## config.mk

```make
export PLATFORM = sky130hd
export DESIGN_NAME = sdst_top
export DESIGN_NICKNAME = d
export VERILOG_FILES = /design/src/sdst_pkg.sv /design/src/sdst_chan_if.sv /design/src/sdst_chan.sv /design/src/sdst_errflag.sv /design/src/sdst_top.sv
export SDC_FILE = /design/constraint.sdc
export NUM_CORES = 1
export LEC_CHECK = 0
export ABC_AREA = 0
export BUFFER_PORTS_ARGS = -buffer_cell sky130_fd_sc_hd__buf_4
export CAP_MARGIN = 10
export CORE_MARGIN = 1.5
export CORE_UTILIZATION = 66
export DETAILED_ROUTE_END_ITERATION = 10
export GPL_ROUTABILITY_DRIVEN = 0
export GPL_TIMING_DRIVEN = 0
export HOLD_SLACK_MARGIN = 0.12
export PLACE_DENSITY = 0.87
export SYNTH_ARGS = -nofsm -noshare
export SYNTH_HDL_FRONTEND = slang
export SYNTH_HIERARCHICAL = 1
export SYNTH_SLANG_ARGS = --single-unit
```

## constraint.sdc

```tcl
create_clock -name i_clk -period 10.74 [get_ports i_clk]
set_input_delay 0.537 -clock i_clk [delete_from_list [all_inputs] [get_ports i_clk]]
set_output_delay 0.537 -clock i_clk [all_outputs]
set_load 0.01 [all_outputs]
```

## src/sdst_pkg.sv

```systemverilog
// Constants, register map and field layout for the serial DMA status tracker.
// Assumes a 32-bit plain register port and one 50 MHz system clock.
package sdst_pkg;
    localparam int unsigned AW = 14;
    localparam int unsigned IRQ_W = 5;
    localparam logic [1:0][31:0] OFS_RX_BEG = {32'h4000_c808, 32'h4000_c800};
    localparam logic [1:0][31:0] OFS_RX_END = {32'h4000_c80c, 32'h4000_c804};
    localparam logic [1:0][31:0] OFS_TX_BEG = {32'h4000_c818, 32'h4000_c810};
    localparam logic [1:0][31:0] OFS_TX_END = {32'h4000_c81c, 32'h4000_c814};
    localparam logic [31:0] OFS_RX_SAVED = 32'h4000_c820;
    localparam logic [31:0] OFS_STATUS = 32'h4000_c82c;
    localparam logic [31:0] OFS_CTRL = 32'h4000_c830;
    localparam logic [31:0] OFS_IRQ_STAT = 32'h4000_c840;
    localparam logic [31:0] OFS_IRQ_MASK = 32'h4000_c844;
    // Address registers carry a fixed RAM base bit above the field
    localparam logic [31:0] ADDR_FIXED = 32'h2000_0000;
    localparam logic [AW-1:0] ADDR_RESET = 14'h0000;
    localparam logic [31:0] STATUS_RESET = 32'h0000_0000;
    localparam int unsigned ST_SSEL_LSB = 10;
    localparam int unsigned ST_FRM_LSB = 8;
    localparam int unsigned ST_PAR_LSB = 6;
    localparam int unsigned ST_OVF_LSB = 4;
    localparam int unsigned ST_TXACT_LSB = 2;
    localparam int unsigned ST_RXACT_LSB = 0;
    localparam int unsigned CT_RX_LOAD_LSB = 0;
    localparam int unsigned CT_TX_LOAD_LSB = 2;
    localparam int unsigned CT_RX_RST = 4;
    localparam int unsigned CT_TX_RST = 5;
    localparam int unsigned IRQ_RX_UNLOAD_LSB = 0;
    localparam int unsigned IRQ_TX_UNLOAD_LSB = 2;
    localparam int unsigned IRQ_SSEL = 4;
    typedef enum logic [2:0] {
        SDST_SSEL_NONE = 3'b000,
        SDST_SSEL_A_ONCE = 3'b010,
        SDST_SSEL_B_ONCE = 3'b011,
        SDST_SSEL_A_MULTI = 3'b110,
        SDST_SSEL_B_MULTI = 3'b111
    } sdst_ssel_t;
endpackage

```

## src/sdst_chan_if.sv

```systemverilog
// Control and status bundle between the tracker top and one A/B buffer channel.
// Assumes both ends run on the same clock.
`timescale 1ns/10ps
interface sdst_chan_if;
    import sdst_pkg::*;
    logic [1:0] load;
    logic chan_rst;
    logic take;
    logic [1:0][AW-1:0] beg;
    logic [1:0][AW-1:0] last;
    logic [1:0] active;
    logic [1:0] loaded;
    logic [1:0] unload;
    logic [1:0][AW-1:0] cnt;
    modport ctl (output load, chan_rst, take, beg, last, input active, loaded, unload, cnt);
    modport chan (input load, chan_rst, take, beg, last, output active, loaded, unload, cnt);
endinterface

```

## src/sdst_chan.sv

```systemverilog
// One DMA channel with two buffers: load, activation order, counting, unload.
// Assumes load, reset and take are single-cycle pulses from the same clock.
`timescale 1ns/10ps
module sdst_chan
    import sdst_pkg::*;
(
    // System
    input wire logic i_clk,
    input wire logic i_reset,
    // Channel bundle
    sdst_chan_if.chan bus
);
    logic [1:0] loaded_q;
    logic [1:0] active_q;
    logic [1:0] active_d;
    logic [1:0][AW-1:0] cnt_q;
    logic [1:0] done;
    logic [1:0] cur;
    logic [1:0] avail;

    // Extra bit keeps the sum from wrapping at the top of the address range
    function automatic logic past_end(input logic [AW-1:0] b, input logic [AW-1:0] c,
                                      input logic [AW-1:0] e);
        return ({1'b0, b} + {1'b0, c}) > {1'b0, e};
    endfunction

    for (genvar i = 0; i < 2; i++) begin : g_buf
        assign done[i] = loaded_q[i] & ~bus.load[i] & past_end(bus.beg[i], cnt_q[i], bus.last[i]);

        always_ff @(posedge i_clk or posedge i_reset) begin
            if (i_reset) begin
                cnt_q[i] <= ADDR_RESET;
            end else if (bus.chan_rst || bus.load[i]) begin
                cnt_q[i] <= ADDR_RESET;
            end else if (bus.take && active_q[i]) begin
                cnt_q[i] <= cnt_q[i] + 1'b1;
            end
        end
    end

    always_ff @(posedge i_clk or posedge i_reset) begin
        if (i_reset) begin
            loaded_q <= 2'b00;
        end else if (bus.chan_rst) begin
            loaded_q <= 2'b00;
        end else begin
            loaded_q <= (loaded_q & ~done) | bus.load;
        end
    end

    always_comb begin
        cur = active_q & loaded_q & ~done;
        avail = (loaded_q & ~done) | bus.load;
        if (cur != 2'b00) begin
            active_d = cur;
        end else if (avail == 2'b11) begin
            // Alternate after a finished buffer; from idle A goes first
            active_d = active_q[0] ? 2'b10 : 2'b01;
        end else begin
            active_d = avail;
        end
    end

    always_ff @(posedge i_clk or posedge i_reset) begin
        if (i_reset) begin
            active_q <= 2'b00;
        end else if (bus.chan_rst) begin
            active_q <= 2'b00;
        end else begin
            active_q <= active_d;
        end
    end

    assign bus.active = active_q;
    assign bus.loaded = loaded_q;
    assign bus.unload = done;
    assign bus.cnt = cnt_q;
endmodule

```

## src/sdst_errflag.sv

```systemverilog
// Frame, parity and overrun flags of one receive buffer.
// Assumes take and clear are single-cycle pulses from the same clock.
`timescale 1ns/10ps
module sdst_errflag (
    // System
    input wire logic i_clk,
    input wire logic i_reset,
    // Events
    input wire logic i_clear,
    input wire logic i_take,
    input wire logic i_frame,
    input wire logic i_parity,
    input wire logic i_overrun,
    input wire logic i_uart_ok,
    // Flags: frame, parity, overrun
    output logic [2:0] o_flags
);
    logic [2:0] flags_q;
    logic [2:0] set;

    assign set = {i_take & i_uart_ok & i_frame, i_take & i_uart_ok & i_parity, i_take & i_overrun};

    always_ff @(posedge i_clk or posedge i_reset) begin
        if (i_reset) begin
            flags_q <= 3'b000;
        end else if (i_clear) begin
            flags_q <= 3'b000;
        end else begin
            flags_q <= flags_q | set;
        end
    end

    assign o_flags = flags_q;
endmodule

```

## src/sdst_top.sv

```systemverilog
// Serial DMA status tracker: register port, both A/B channels, status word.
// Assumes FIFO strobes on the system clock; slave select arrives from a pin.
//
// Our own choice: the plain strobed port.
`timescale 1ns/10ps
module sdst_top
    import sdst_pkg::*;
#(
    parameter bit FIRST_CONTROLLER = 1'b1
) (
    // System
    input wire logic i_clk,
    input wire logic i_reset,
    // Register port
    input wire logic [31:0] i_addr,
    input wire logic [31:0] i_wdata,
    input wire logic i_write,
    input wire logic i_read,
    output logic [31:0] o_rdata,
    // Receive FIFO side
    input wire logic i_rx_take,
    input wire logic i_rx_frame_err,
    input wire logic i_rx_parity_err,
    input wire logic i_rx_overrun,
    // Transmit FIFO side
    input wire logic i_tx_take,
    // Mode and pin
    input wire logic i_uart_mode,
    input wire logic i_spi_slave_mode,
    input wire logic i_slave_select_n,
    // Buffer state
    output logic [1:0] o_rx_active,
    output logic [1:0] o_tx_active,
    output logic [AW-1:0] o_rx_count,
    output logic [AW-1:0] o_tx_count,
    // Interrupt
    output logic o_irq
);
    sdst_chan_if rx_if ();
    sdst_chan_if tx_if ();

    logic [1:0][AW-1:0] rx_beg_q;
    logic [1:0][AW-1:0] rx_end_q;
    logic [1:0][AW-1:0] tx_beg_q;
    logic [1:0][AW-1:0] tx_end_q;
    logic rx_rst_q;
    logic tx_rst_q;
    logic [1:0] rx_load;
    logic [1:0] tx_load;
    logic ctrl_wr;
    logic ssel_meta_q;
    logic ssel_sync_q;
    logic ssel_prev_q;
    logic deselect;
    sdst_ssel_t ssel_q;
    logic [AW-1:0] saved_cnt_q;
    logic [1:0][2:0] err_flags;
    logic [IRQ_W-1:0] irq_stat_q;
    logic [IRQ_W-1:0] irq_mask_q;
    logic [IRQ_W-1:0] irq_evt;
    logic [31:0] status;
    logic [31:0] rdata_q;
    logic [31:0] rdata_d;
    logic [AW-1:0] rx_cnt_sel;
    logic [AW-1:0] tx_cnt_sel;
    logic uart_ok;

    function automatic logic hit(input logic [31:0] a, input logic [31:0] ofs);
        return a == ofs;
    endfunction

    function automatic logic [31:0] addr_word(input logic [AW-1:0] f);
        return ADDR_FIXED | {{(32 - AW){1'b0}}, f};
    endfunction

    // Slave select pin: two stages before any logic looks at it
    always_ff @(posedge i_clk or posedge i_reset) begin
        if (i_reset) begin
            ssel_meta_q <= 1'b1;
            ssel_sync_q <= 1'b1;
            ssel_prev_q <= 1'b1;
        end else begin
            ssel_meta_q <= i_slave_select_n;
            ssel_sync_q <= ssel_meta_q;
            ssel_prev_q <= ssel_sync_q;
        end
    end

    assign deselect = i_spi_slave_mode & ssel_sync_q & ~ssel_prev_q;

    // Control writes; load and reset requests are single-cycle
    assign ctrl_wr = i_write & hit(i_addr, OFS_CTRL);
    assign rx_load = ctrl_wr ? i_wdata[CT_RX_LOAD_LSB +: 2] : 2'b00;
    assign tx_load = ctrl_wr ? i_wdata[CT_TX_LOAD_LSB +: 2] : 2'b00;

    always_ff @(posedge i_clk or posedge i_reset) begin
        if (i_reset) begin
            rx_rst_q <= 1'b0;
            tx_rst_q <= 1'b0;
        end else begin
            rx_rst_q <= ctrl_wr & i_wdata[CT_RX_RST];
            tx_rst_q <= ctrl_wr & i_wdata[CT_TX_RST];
        end
    end

    // Start and end address registers of both channels
    for (genvar i = 0; i < 2; i++) begin : g_addr
        always_ff @(posedge i_clk or posedge i_reset) begin
            if (i_reset) begin
                rx_beg_q[i] <= ADDR_RESET;
                rx_end_q[i] <= ADDR_RESET;
                tx_beg_q[i] <= ADDR_RESET;
                tx_end_q[i] <= ADDR_RESET;
            end else if (i_write) begin
                if (hit(i_addr, OFS_RX_BEG[i])) begin
                    rx_beg_q[i] <= i_wdata[AW-1:0];
                end
                if (hit(i_addr, OFS_RX_END[i])) begin
                    rx_end_q[i] <= i_wdata[AW-1:0];
                end
                if (hit(i_addr, OFS_TX_BEG[i])) begin
                    tx_beg_q[i] <= i_wdata[AW-1:0];
                end
                if (hit(i_addr, OFS_TX_END[i])) begin
                    tx_end_q[i] <= i_wdata[AW-1:0];
                end
            end
        end
    end

    assign rx_if.load = rx_load;
    assign rx_if.chan_rst = rx_rst_q;
    assign rx_if.take = i_rx_take;
    assign rx_if.beg = rx_beg_q;
    assign rx_if.last = rx_end_q;
    assign tx_if.load = tx_load;
    assign tx_if.chan_rst = tx_rst_q;
    assign tx_if.take = i_tx_take;
    assign tx_if.beg = tx_beg_q;
    assign tx_if.last = tx_end_q;

    sdst_chan u_rx_chan (
        .i_clk(i_clk),
        .i_reset(i_reset),
        .bus(rx_if.chan)
    );

    sdst_chan u_tx_chan (
        .i_clk(i_clk),
        .i_reset(i_reset),
        .bus(tx_if.chan)
    );

    assign rx_cnt_sel = rx_if.active[1] ? rx_if.cnt[1] : rx_if.cnt[0];
    assign tx_cnt_sel = tx_if.active[1] ? tx_if.cnt[1] : tx_if.cnt[0];

    // Frame and parity flags exist only where the receiver can mark bytes
    assign uart_ok = FIRST_CONTROLLER & i_uart_mode;

    for (genvar i = 0; i < 2; i++) begin : g_err
        sdst_errflag u_err (
            .i_clk(i_clk),
            .i_reset(i_reset),
            .i_clear(rx_load[i] | rx_rst_q),
            .i_take(i_rx_take & rx_if.active[i]),
            .i_frame(i_rx_frame_err),
            .i_parity(i_rx_parity_err),
            .i_overrun(i_rx_overrun),
            .i_uart_ok(uart_ok),
            .o_flags(err_flags[i])
        );
    end

    // Count saved at deselect; a deselect with no active buffer saves nothing
    always_ff @(posedge i_clk or posedge i_reset) begin
        if (i_reset) begin
            ssel_q <= SDST_SSEL_NONE;
            saved_cnt_q <= ADDR_RESET;
        end else if (rx_rst_q) begin
            ssel_q <= SDST_SSEL_NONE;
            saved_cnt_q <= ADDR_RESET;
        end else if (deselect && rx_if.active != 2'b00) begin
            saved_cnt_q <= rx_cnt_sel;
            if (ssel_q == SDST_SSEL_NONE) begin
                ssel_q <= rx_if.active[1] ? SDST_SSEL_B_ONCE : SDST_SSEL_A_ONCE;
            end else begin
                ssel_q <= rx_if.active[1] ? SDST_SSEL_B_MULTI : SDST_SSEL_A_MULTI;
            end
        end else if (rx_load != 2'b00) begin
            ssel_q <= SDST_SSEL_NONE;
        end
    end

    // Interrupt events: buffer unloads and a saved count
    assign irq_evt[IRQ_RX_UNLOAD_LSB +: 2] = rx_if.unload;
    assign irq_evt[IRQ_TX_UNLOAD_LSB +: 2] = tx_if.unload;
    assign irq_evt[IRQ_SSEL] = deselect & (rx_if.active != 2'b00) & ~rx_rst_q;

    always_ff @(posedge i_clk or posedge i_reset) begin
        if (i_reset) begin
            irq_stat_q <= '0;
        end else if (i_write && hit(i_addr, OFS_IRQ_STAT)) begin
            // A new event in the clearing cycle survives
            irq_stat_q <= (irq_stat_q & ~i_wdata[IRQ_W-1:0]) | irq_evt;
        end else begin
            irq_stat_q <= irq_stat_q | irq_evt;
        end
    end

    always_ff @(posedge i_clk or posedge i_reset) begin
        if (i_reset) begin
            irq_mask_q <= '0;
        end else if (i_write && hit(i_addr, OFS_IRQ_MASK)) begin
            irq_mask_q <= i_wdata[IRQ_W-1:0];
        end
    end

    assign o_irq = |(irq_stat_q & irq_mask_q);

    // Status word; every unnamed bit stays zero
    always_comb begin
        status = STATUS_RESET;
        status[ST_SSEL_LSB +: 3] = ssel_q;
        status[ST_FRM_LSB +: 2] = {err_flags[1][2], err_flags[0][2]};
        status[ST_PAR_LSB +: 2] = {err_flags[1][1], err_flags[0][1]};
        status[ST_OVF_LSB +: 2] = {err_flags[1][0], err_flags[0][0]};
        status[ST_TXACT_LSB +: 2] = tx_if.active;
        status[ST_RXACT_LSB +: 2] = rx_if.active;
    end

    // Read mux; unmapped addresses and the status register ignore writes
    always_comb begin
        rdata_d = 32'h0000_0000;
        if (hit(i_addr, OFS_STATUS)) begin
            rdata_d = status;
        end else if (hit(i_addr, OFS_CTRL)) begin
            rdata_d[CT_RX_LOAD_LSB +: 2] = rx_if.loaded;
            rdata_d[CT_TX_LOAD_LSB +: 2] = tx_if.loaded;
            rdata_d[CT_RX_RST] = rx_rst_q;
            rdata_d[CT_TX_RST] = tx_rst_q;
        end else if (hit(i_addr, OFS_RX_SAVED)) begin
            rdata_d[AW-1:0] = saved_cnt_q;
        end else if (hit(i_addr, OFS_IRQ_STAT)) begin
            rdata_d[IRQ_W-1:0] = irq_stat_q;
        end else if (hit(i_addr, OFS_IRQ_MASK)) begin
            rdata_d[IRQ_W-1:0] = irq_mask_q;
        end else begin
            for (int i = 0; i < 2; i++) begin
                if (hit(i_addr, OFS_RX_BEG[i])) begin
                    rdata_d = addr_word(rx_beg_q[i]);
                end
                if (hit(i_addr, OFS_RX_END[i])) begin
                    rdata_d = addr_word(rx_end_q[i]);
                end
                if (hit(i_addr, OFS_TX_BEG[i])) begin
                    rdata_d = addr_word(tx_beg_q[i]);
                end
                if (hit(i_addr, OFS_TX_END[i])) begin
                    rdata_d = addr_word(tx_end_q[i]);
                end
            end
        end
    end

    always_ff @(posedge i_clk or posedge i_reset) begin
        if (i_reset) begin
            rdata_q <= 32'h0000_0000;
        end else if (i_read) begin
            rdata_q <= rdata_d;
        end else begin
            rdata_q <= 32'h0000_0000;
        end
    end

    assign o_rdata = rdata_q;
    assign o_rx_active = rx_if.active;
    assign o_tx_active = tx_if.active;
    assign o_rx_count = rx_cnt_sel;
    assign o_tx_count = tx_cnt_sel;
endmodule

```

# After elaboration in Yosys (flattened, before gate mapping)
# Index checks and enable logic that the tools add are counted.
dict set report word_totals {
  ram_bits 0
  out_inout_bits 65
  mem_bits_ro 0
  mem_count 0
  register_bits 246
  latchBits 0
}
dict set report classes {
  n_shift 0
  mul 0
  mux 51
  magnitude_cmp 4
  div_mod_pow 0
  n_bitwise 50
  n_eq_ne 15
  addsub 8
  n_reduce_logical 31
}
# cell n
set op_table {}
lappend op_table {{== test 32 x 31 -> 1 bit, second input constant} 13}
lappend op_table {{two-way mux 32 bit} 9}
lappend op_table {{two-way mux 14 bit} 13}
lappend op_table {{adder 14 x 14 -> 15 bit} 4}
lappend op_table {{> comparator 15 x 14 -> 1 bit} 4}
lappend op_table {{adder 14 x 1 -> 14 bit, second input constant} 4}
lappend op_table {{two-way mux 27 bit} 2}
lappend op_table {{two-way mux 30 bit} 1}
lappend op_table {{two-way mux 26 bit} 1}
lappend op_table {{bitwise AND 1 bit} 25}
lappend op_table {{two-way mux 2 bit} 12}
lappend op_table {{two-way mux 18 bit} 1}
lappend op_table {{two-way mux 3 bit} 6}
lappend op_table {{nonzero test 2 bit} 9}
lappend op_table {{AND reduction 2 bit} 8}
lappend op_table {{two-way mux 5 bit} 3}
lappend op_table {{bitwise AND 2 bit} 6}
lappend op_table {{bitwise AND 5 bit} 2}
lappend op_table {{OR 5 bit} 2}
lappend op_table {{logical AND 1 bit} 7}
lappend op_table {{two-way mux 6 bit} 1}
lappend op_table {{inverter 1 bit} 6}
lappend op_table {{OR 3 bit} 2}
lappend op_table {{inverter 5 bit} 1}
lappend op_table {{other kinds (9)} 17}

# Depth between registers and ports, before layout
dict set report depth {
  ltp_word 15
  ltp_mapped 18
}

# Cells and area by module
# Netlist, hierarchy kept.
# module cells_per_inst n_inst seq_area_each_um2 area_per_inst_um2
set by_module_without_submodules {}
lappend by_module_without_submodules {sdst_top 675 1 3982.6 8001.4}
lappend by_module_without_submodules {sdst_chan 436 2 800.8 3560.9}
lappend by_module_without_submodules {sdst_errflag 10 2 75.1 107.6}

# Worst setup path before layout
# OpenSTA, ideal clock, no wires.
dict set report synth_timing {
  path_kind {reg2reg}
  start {register u_rx_chan.cnt_q, in the netlist u_rx_chan/bus.cnt[0]}
  end {register u_rx_chan.active_q[1], in the netlist u_rx_chan/bus.active[1]}
  arrival_ps 3321
  path_stages_with_launch 17
  setup_time_ps 132
  n_path_buf 0
  required_ps 10608
  setup_slack_ps 7287
  path_cell_list {dfrtp_1 ha_1 inv_1 fa_1 nor2b_2 o31ai_2 a211oi_2 nor4_4 nor2_1 xnor2_1 ha_1 a21o_1 a211oi_1 o211ai_1 o21a_1 a2111oi_1 o32ai_1}
}
dict set report synth_via {
  elab_chain_cells 10
  word_cells_on_any_way 12
}
# element line
set synth_lines {}
lappend synth_lines {{start, declared} sdst_chan.sv:16} ;# logic [1:0][AW-1:0] cnt_q;
lappend synth_lines {{start signal, assigned by index} sdst_chan.sv:36} ;# cnt_q[i] <= cnt_q[i] + 1'b1;
lappend synth_lines {{adder 14 x 14 -> 15 bit (*)} sdst_chan.sv:24} ;# return ({1'b0, b} + {1'b0, c}) > {1'b0, e};
lappend synth_lines {{> comparator 15 x 14 -> 1 bit (*)} sdst_chan.sv:24}
lappend synth_lines {{bitwise AND 1 bit (*)} sdst_chan.sv:28} ;# assign done[i] = loaded_q[i] & ~bus.load[i] & past_end(bus.beg[i], cnt_q[i], bus.last[i]);
lappend synth_lines {{inverter 2 bit (*)} {sdst_chan.sv:52, sdst_chan.sv:53}}
lappend synth_lines {{bitwise AND 2 bit} sdst_chan.sv:53} ;# avail = (loaded_q & ~done) | bus.load;
lappend synth_lines {{OR 2 bit} sdst_chan.sv:53}
lappend synth_lines {{== test 2 bit} sdst_chan.sv:56} ;# end else if (avail == 2'b11) begin
lappend synth_lines {{two-way mux 2 bit} sdst_chan.sv:56}
lappend synth_lines {{two-way mux 2 bit (*)} sdst_chan.sv:54} ;# if (cur != 2'b00) begin
lappend synth_lines {{two-way mux 2 bit (*)} sdst_chan.sv:67} ;# end else if (bus.chan_rst) begin
lappend synth_lines {{end signal, assigned} sdst_chan.sv:70} ;# active_q <= active_d;
lappend synth_lines {{end, declared} sdst_chan.sv:14} ;# logic [1:0] active_q;
# Every way passes the cells marked *; elsewhere a longest branch is shown, timed or not.
# A chain may end at the register's enable or synchronous reset.

# Final worst setup path
# Same ends and word-level chain as after synthesis.

==> results by stage <==
Outcome:
- The run finished with clean final reports.

Drt:
- The number of routed nets with antenna violations is 0.
- After detailed routing, the met2 layer carries 20,800 µm of wire.
- The total detailed-routing wirelength is 45,600 µm.
- The routed design uses 5200 µm of met3 wire.
- The number of detailed-routing iterations run before antenna repair is 7.
- After detailed routing, no signal wire sits above met5.
- The final route contains 13,700 vias.
- In the routed design, unresolved DRC markers number 0.
- The met1 layer wirelength in the final routing is 16,900 µm.
- In the routed layout, each cell is associated on average with a via count of 6.76.
- After detailed routing, the average wire length per cell comes to 22.6 µm.
- The detailed router finished its first iteration with 1,668 violations.

Logic synthesis:
- The number of distinct standard cells referenced by the synthesized netlist is 90.
- In the synthesized netlist the async set-or-reset flop fraction comes to 100%.
- The flip-flop and latch count after synthesis is 229.
- Summing every instance area after synthesis gives 0.0153 mm².
- A synthesized cell averages 9.79 µm².
- In this run the biggest area consumer among cell types represents 36.9% of the synthesized area.
- Synthesis produced 1,567 cells.
- For this run, the leading register cell type out of synthesis is dfrtp_1.
- The sequential cell area fraction in the yosys report is 37.4%.
- The largest area contributor in the synthesized netlist is dfrtp_1.
- The total of warnings raised by yosys is 6.
- In this run, synthesis inferred 0 flip-flops with an integrated enable.
- In the post-synthesis netlist, the biggest area contributors are dfrtp_1 (37%), ha_1 (9.5%), mux2_2 (6.5%), mux2_1 (4.5%), nor2_1 (3.8%).

Timing:
- The smallest setup slack after layout is 6.50 ns.
- Derived from the worst setup path, the maximum achievable clock frequency is 236 MHz.
- The summed negative setup slack over all endpoints is 0 ns.
- On the final layout, the worst clock skew is 0.00757 ns.
- After layout, the worst path uses 39.5% of the clock period.
- Measured against its own limit, the worst slew margin works out to 33.2%.
- The final-layout worst hold slack is 0.280 ns.
- Setup violations remaining at the end of the flow were counted as 0.
- The pin slew with the least headroom to its limit is 0.994 ns.
- The count of final max-slew check failures is 0.
- The final critical path time including I/O delays and setup is 4.24 ns.
- Setup repair after global routing left no endpoint under its margin.
- The number of hold violations in the final report is 0.

Layout:
- Relative to the synthesized area, the layout overhead comes to 13.5%.
- The ratio of cells with drive above 1 in the final layout is 18.7%.
- Once layout is complete, the utilization of the core stands at 76.6%.
- At the end of the flow, the number of nets in the layout was 1,914.
- 0 antenna diodes ended up in the layout.

Power:
- The analysis attributes to cell leakage a power of 8.45 nW.
- For this design the ratio of total power to cell area is 102 mW/mm².
- The completed layout was analyzed and its total power is 1.77 mW.
- Across the VDD grid, the largest voltage drop is 0.000125 V.

Setup path:
- In this run the register-to-register setup slack is 6.50 ns.
- The critical path required time is 11.11 ns.
- The critical setup path kind is reg2reg.
- The data arrival at the endpoint of the critical path is 4.62 ns.
- The type of destination of the critical path is a flip-flop.
- The kind of launch point of the worst setup path is a flip-flop.
- Of all nets on the critical path, the largest fanout is 6.

Placed design:
- The placed wire-length estimate after detailed placement is 33,500 µm.
- The count of buffers added on input and output ports is 103.
- The worst setup slack before clock tree synthesis is 6.66 ns.

Worst hold path:
- The tightest min-delay check is of the in2reg type.

Floorplanning:
- The site row count is 55.
- The die area is 0.0242 mm².
- For this design the top-level I/O count stands at 141.
- The floorplan step defined a core boundary enclosing 0.0227 mm².
- The die extent in x is 155 µm.
- From bottom edge to top edge, the die measures 155 µm.
- The initial utilization of the core area, before any placement, comes to 67.5%.

Global routing:
- The first global-routing pass estimated 71,300 µm of wire.
- Summed over all layers, the global routing overflow is 0.
- The initial antenna violation count is 4.
- Entering global routing, the biggest net connects 89 pins.
- The overall global routing resource usage is 37.9%.
- The via count of the first global-routing pass came to 13,500.

Clock tree:
- The clock network latency to the later pin of the worst-skew pair is 0.52 ns.
- The depth of the CTS H-tree is 1.
- The clock transition at the registers of the reported paths is 0.06 ns.
- The clock root buffer is clkbuf_16.
- The buffer depth of the longest clock path is 3.
- The CTS tree is built.
- The number of clock buffers added by TritonCTS is 25.
- The number of setup buffers added after CTS is 0.
- The tree built by TritonCTS fans out to 229 sinks.

Flow run:
- The max capacitance violation total is 0.
[routing by layer]
layer,GRT usage [%],up-vias
li1,-,5963
met1,47.1,6578
met2,61.6,871
met3,10.3,238
met4,18.2,4
met5,0,-
[worst paths after layout]
path | depth (start not counted) | endpoint | start
max in group asynchronous | 4 | ssel_meta_q$_DFF_PP1_ | i_reset
max | 16 | u_rx_chan/bus.active[1]$_DFF_PP0_ | u_rx_chan/bus.cnt[0]$_DFFE_PP0P_
min reg2reg | 0 | ssel_sync_q$_DFF_PP1_ | ssel_meta_q$_DFF_PP1_
max reg2reg | 16 | u_rx_chan/bus.active[1]$_DFF_PP0_ | u_rx_chan/bus.cnt[0]$_DFFE_PP0P_
min | 3 | g_err[1].u_err/o_flags[0]$_DFF_PP0_ | i_rx_overrun
min in group asynchronous | 3 | g_err[1].u_err/o_flags[0]$_DFF_PP0_ | i_reset
[critical path: stages, from the launching register on]
cell,delay (ns)
dfrtp_1,0.50
ha_1,0.23
inv_1,0.06
fa_1,0.41
nor2b_2,0.16
o31ai_2,0.09
a211oi_2,0.35
nor4_4,0.09
nor2_1,0.14
xnor2_1,0.14
ha_1,0.27
a21o_1,0.17
a211oi_1,0.33
o211ai_1,0.15
o21a_1,0.25
a2111oi_1,0.61
o32ai_1,0.16
[timing repair]
item,CTS,global route
resized for setup,0,0
endpoints found under the hold margin,7,0
hold buffers,2,0
[layout make-up]
type	instances	area, µm²
Tap cell	285	357
Multi-Input combinational cell	1175	8890
Inverter	107	407
Fill cell	1496	5300
Sequential cell	229	5730
Clock buffer	35	693
Timing Repair Buffer	108	876
Buffer	72	369
Clock inverter	9	76.3
[cells by family after synthesis]
logic type / count (synthesis) / share of synthesized area, %
AND/OR/NAND/NOR: 479 / 16.4
AO/OA/AOI/OAI: 305 / 14.1
flip-flops: 229 / 37.4
buffers and inverters: 179 / 5.02
multiplexers: 170 / 12.3
adder cells (fa/ha/maj): 120 / 9.98
XOR/XNOR: 84 / 4.80
other: 1 / 0.0244
[placed cells by master (no fill, tap or decap), types with 18 or more instances in the layout]
master     count
a211oi_1      19
a21oi_1       74
buf_4        121
clkbuf_1      43
clkbuf_16     25
dfrtp_1      226
ha_1         116
inv_1        105
mux2_1        61
mux2_2        89
mux2i_1       20
nand2_1       82
nand3_1       50
nand4_1       24
nor2_1       154
nor3_1        24
nor4_1        20
o21a_1        18
o21ai_0       39
o22ai_1       22
xnor2_1       46
xor2_1        38
[registers in the layout, summed over array words and instances, names as in the netlist, 3 cells and up]
name	flops
tx_end_q	28
u_tx_chan/bus.cnt	28
irq_stat_q	5
rx_beg_q	28
g_err.u_err/o_flags	6
ssel_q	3
rx_end_q	28
u_rx_chan/bus.cnt	28
o_rdata	15
saved_cnt_q	14
irq_mask_q	5
tx_beg_q	28
[stage by stage]
| stage | cells | instance area (µm²) |
|---|---|---|
| floorplan | 1583 | 15400 |
| global placement | 1971 | 16500 |
| detailed placement | 1973 | 16600 |
| CTS | 2019 | 17400 |
| global route | 2020 | 17400 |
| finish | 2020 | 17400 |
[synth_stat cells (8+ instances only)]
master,instances
o221ai_1,13
mux2_2,89
nor2b_1,16
buf_4,18
a221oi_1,8
clkbuf_1,36
xnor2_1,46
ha_1,116
or3_1,14
nand4_1,24
a211oi_1,19
nor2_1,154
and3_1,16
a21oi_1,74
buf_2,11
o21ai_0,39
inv_1,107
o211ai_1,10
dfrtp_1,226
nor4_1,20
nand3_1,50
a21o_1,11
o22ai_1,22
xor2_1,38
mux2i_1,20
mux2_1,61
nand2_1,82
o21a_1,18
nor3_1,24
and2_1,17
or2_2,10
[power breakdown]
| group | internal, mW | switching, mW |
|---|---|---|
| Combinational | 0.0277 | 0.0577 |
| Clock | 0.473 | 0.347 |
| Sequential | 0.864 | 0.000233 |
| Total | 1.36 | 0.405 |
Note: power is estimated with default switching activity, not from simulation.
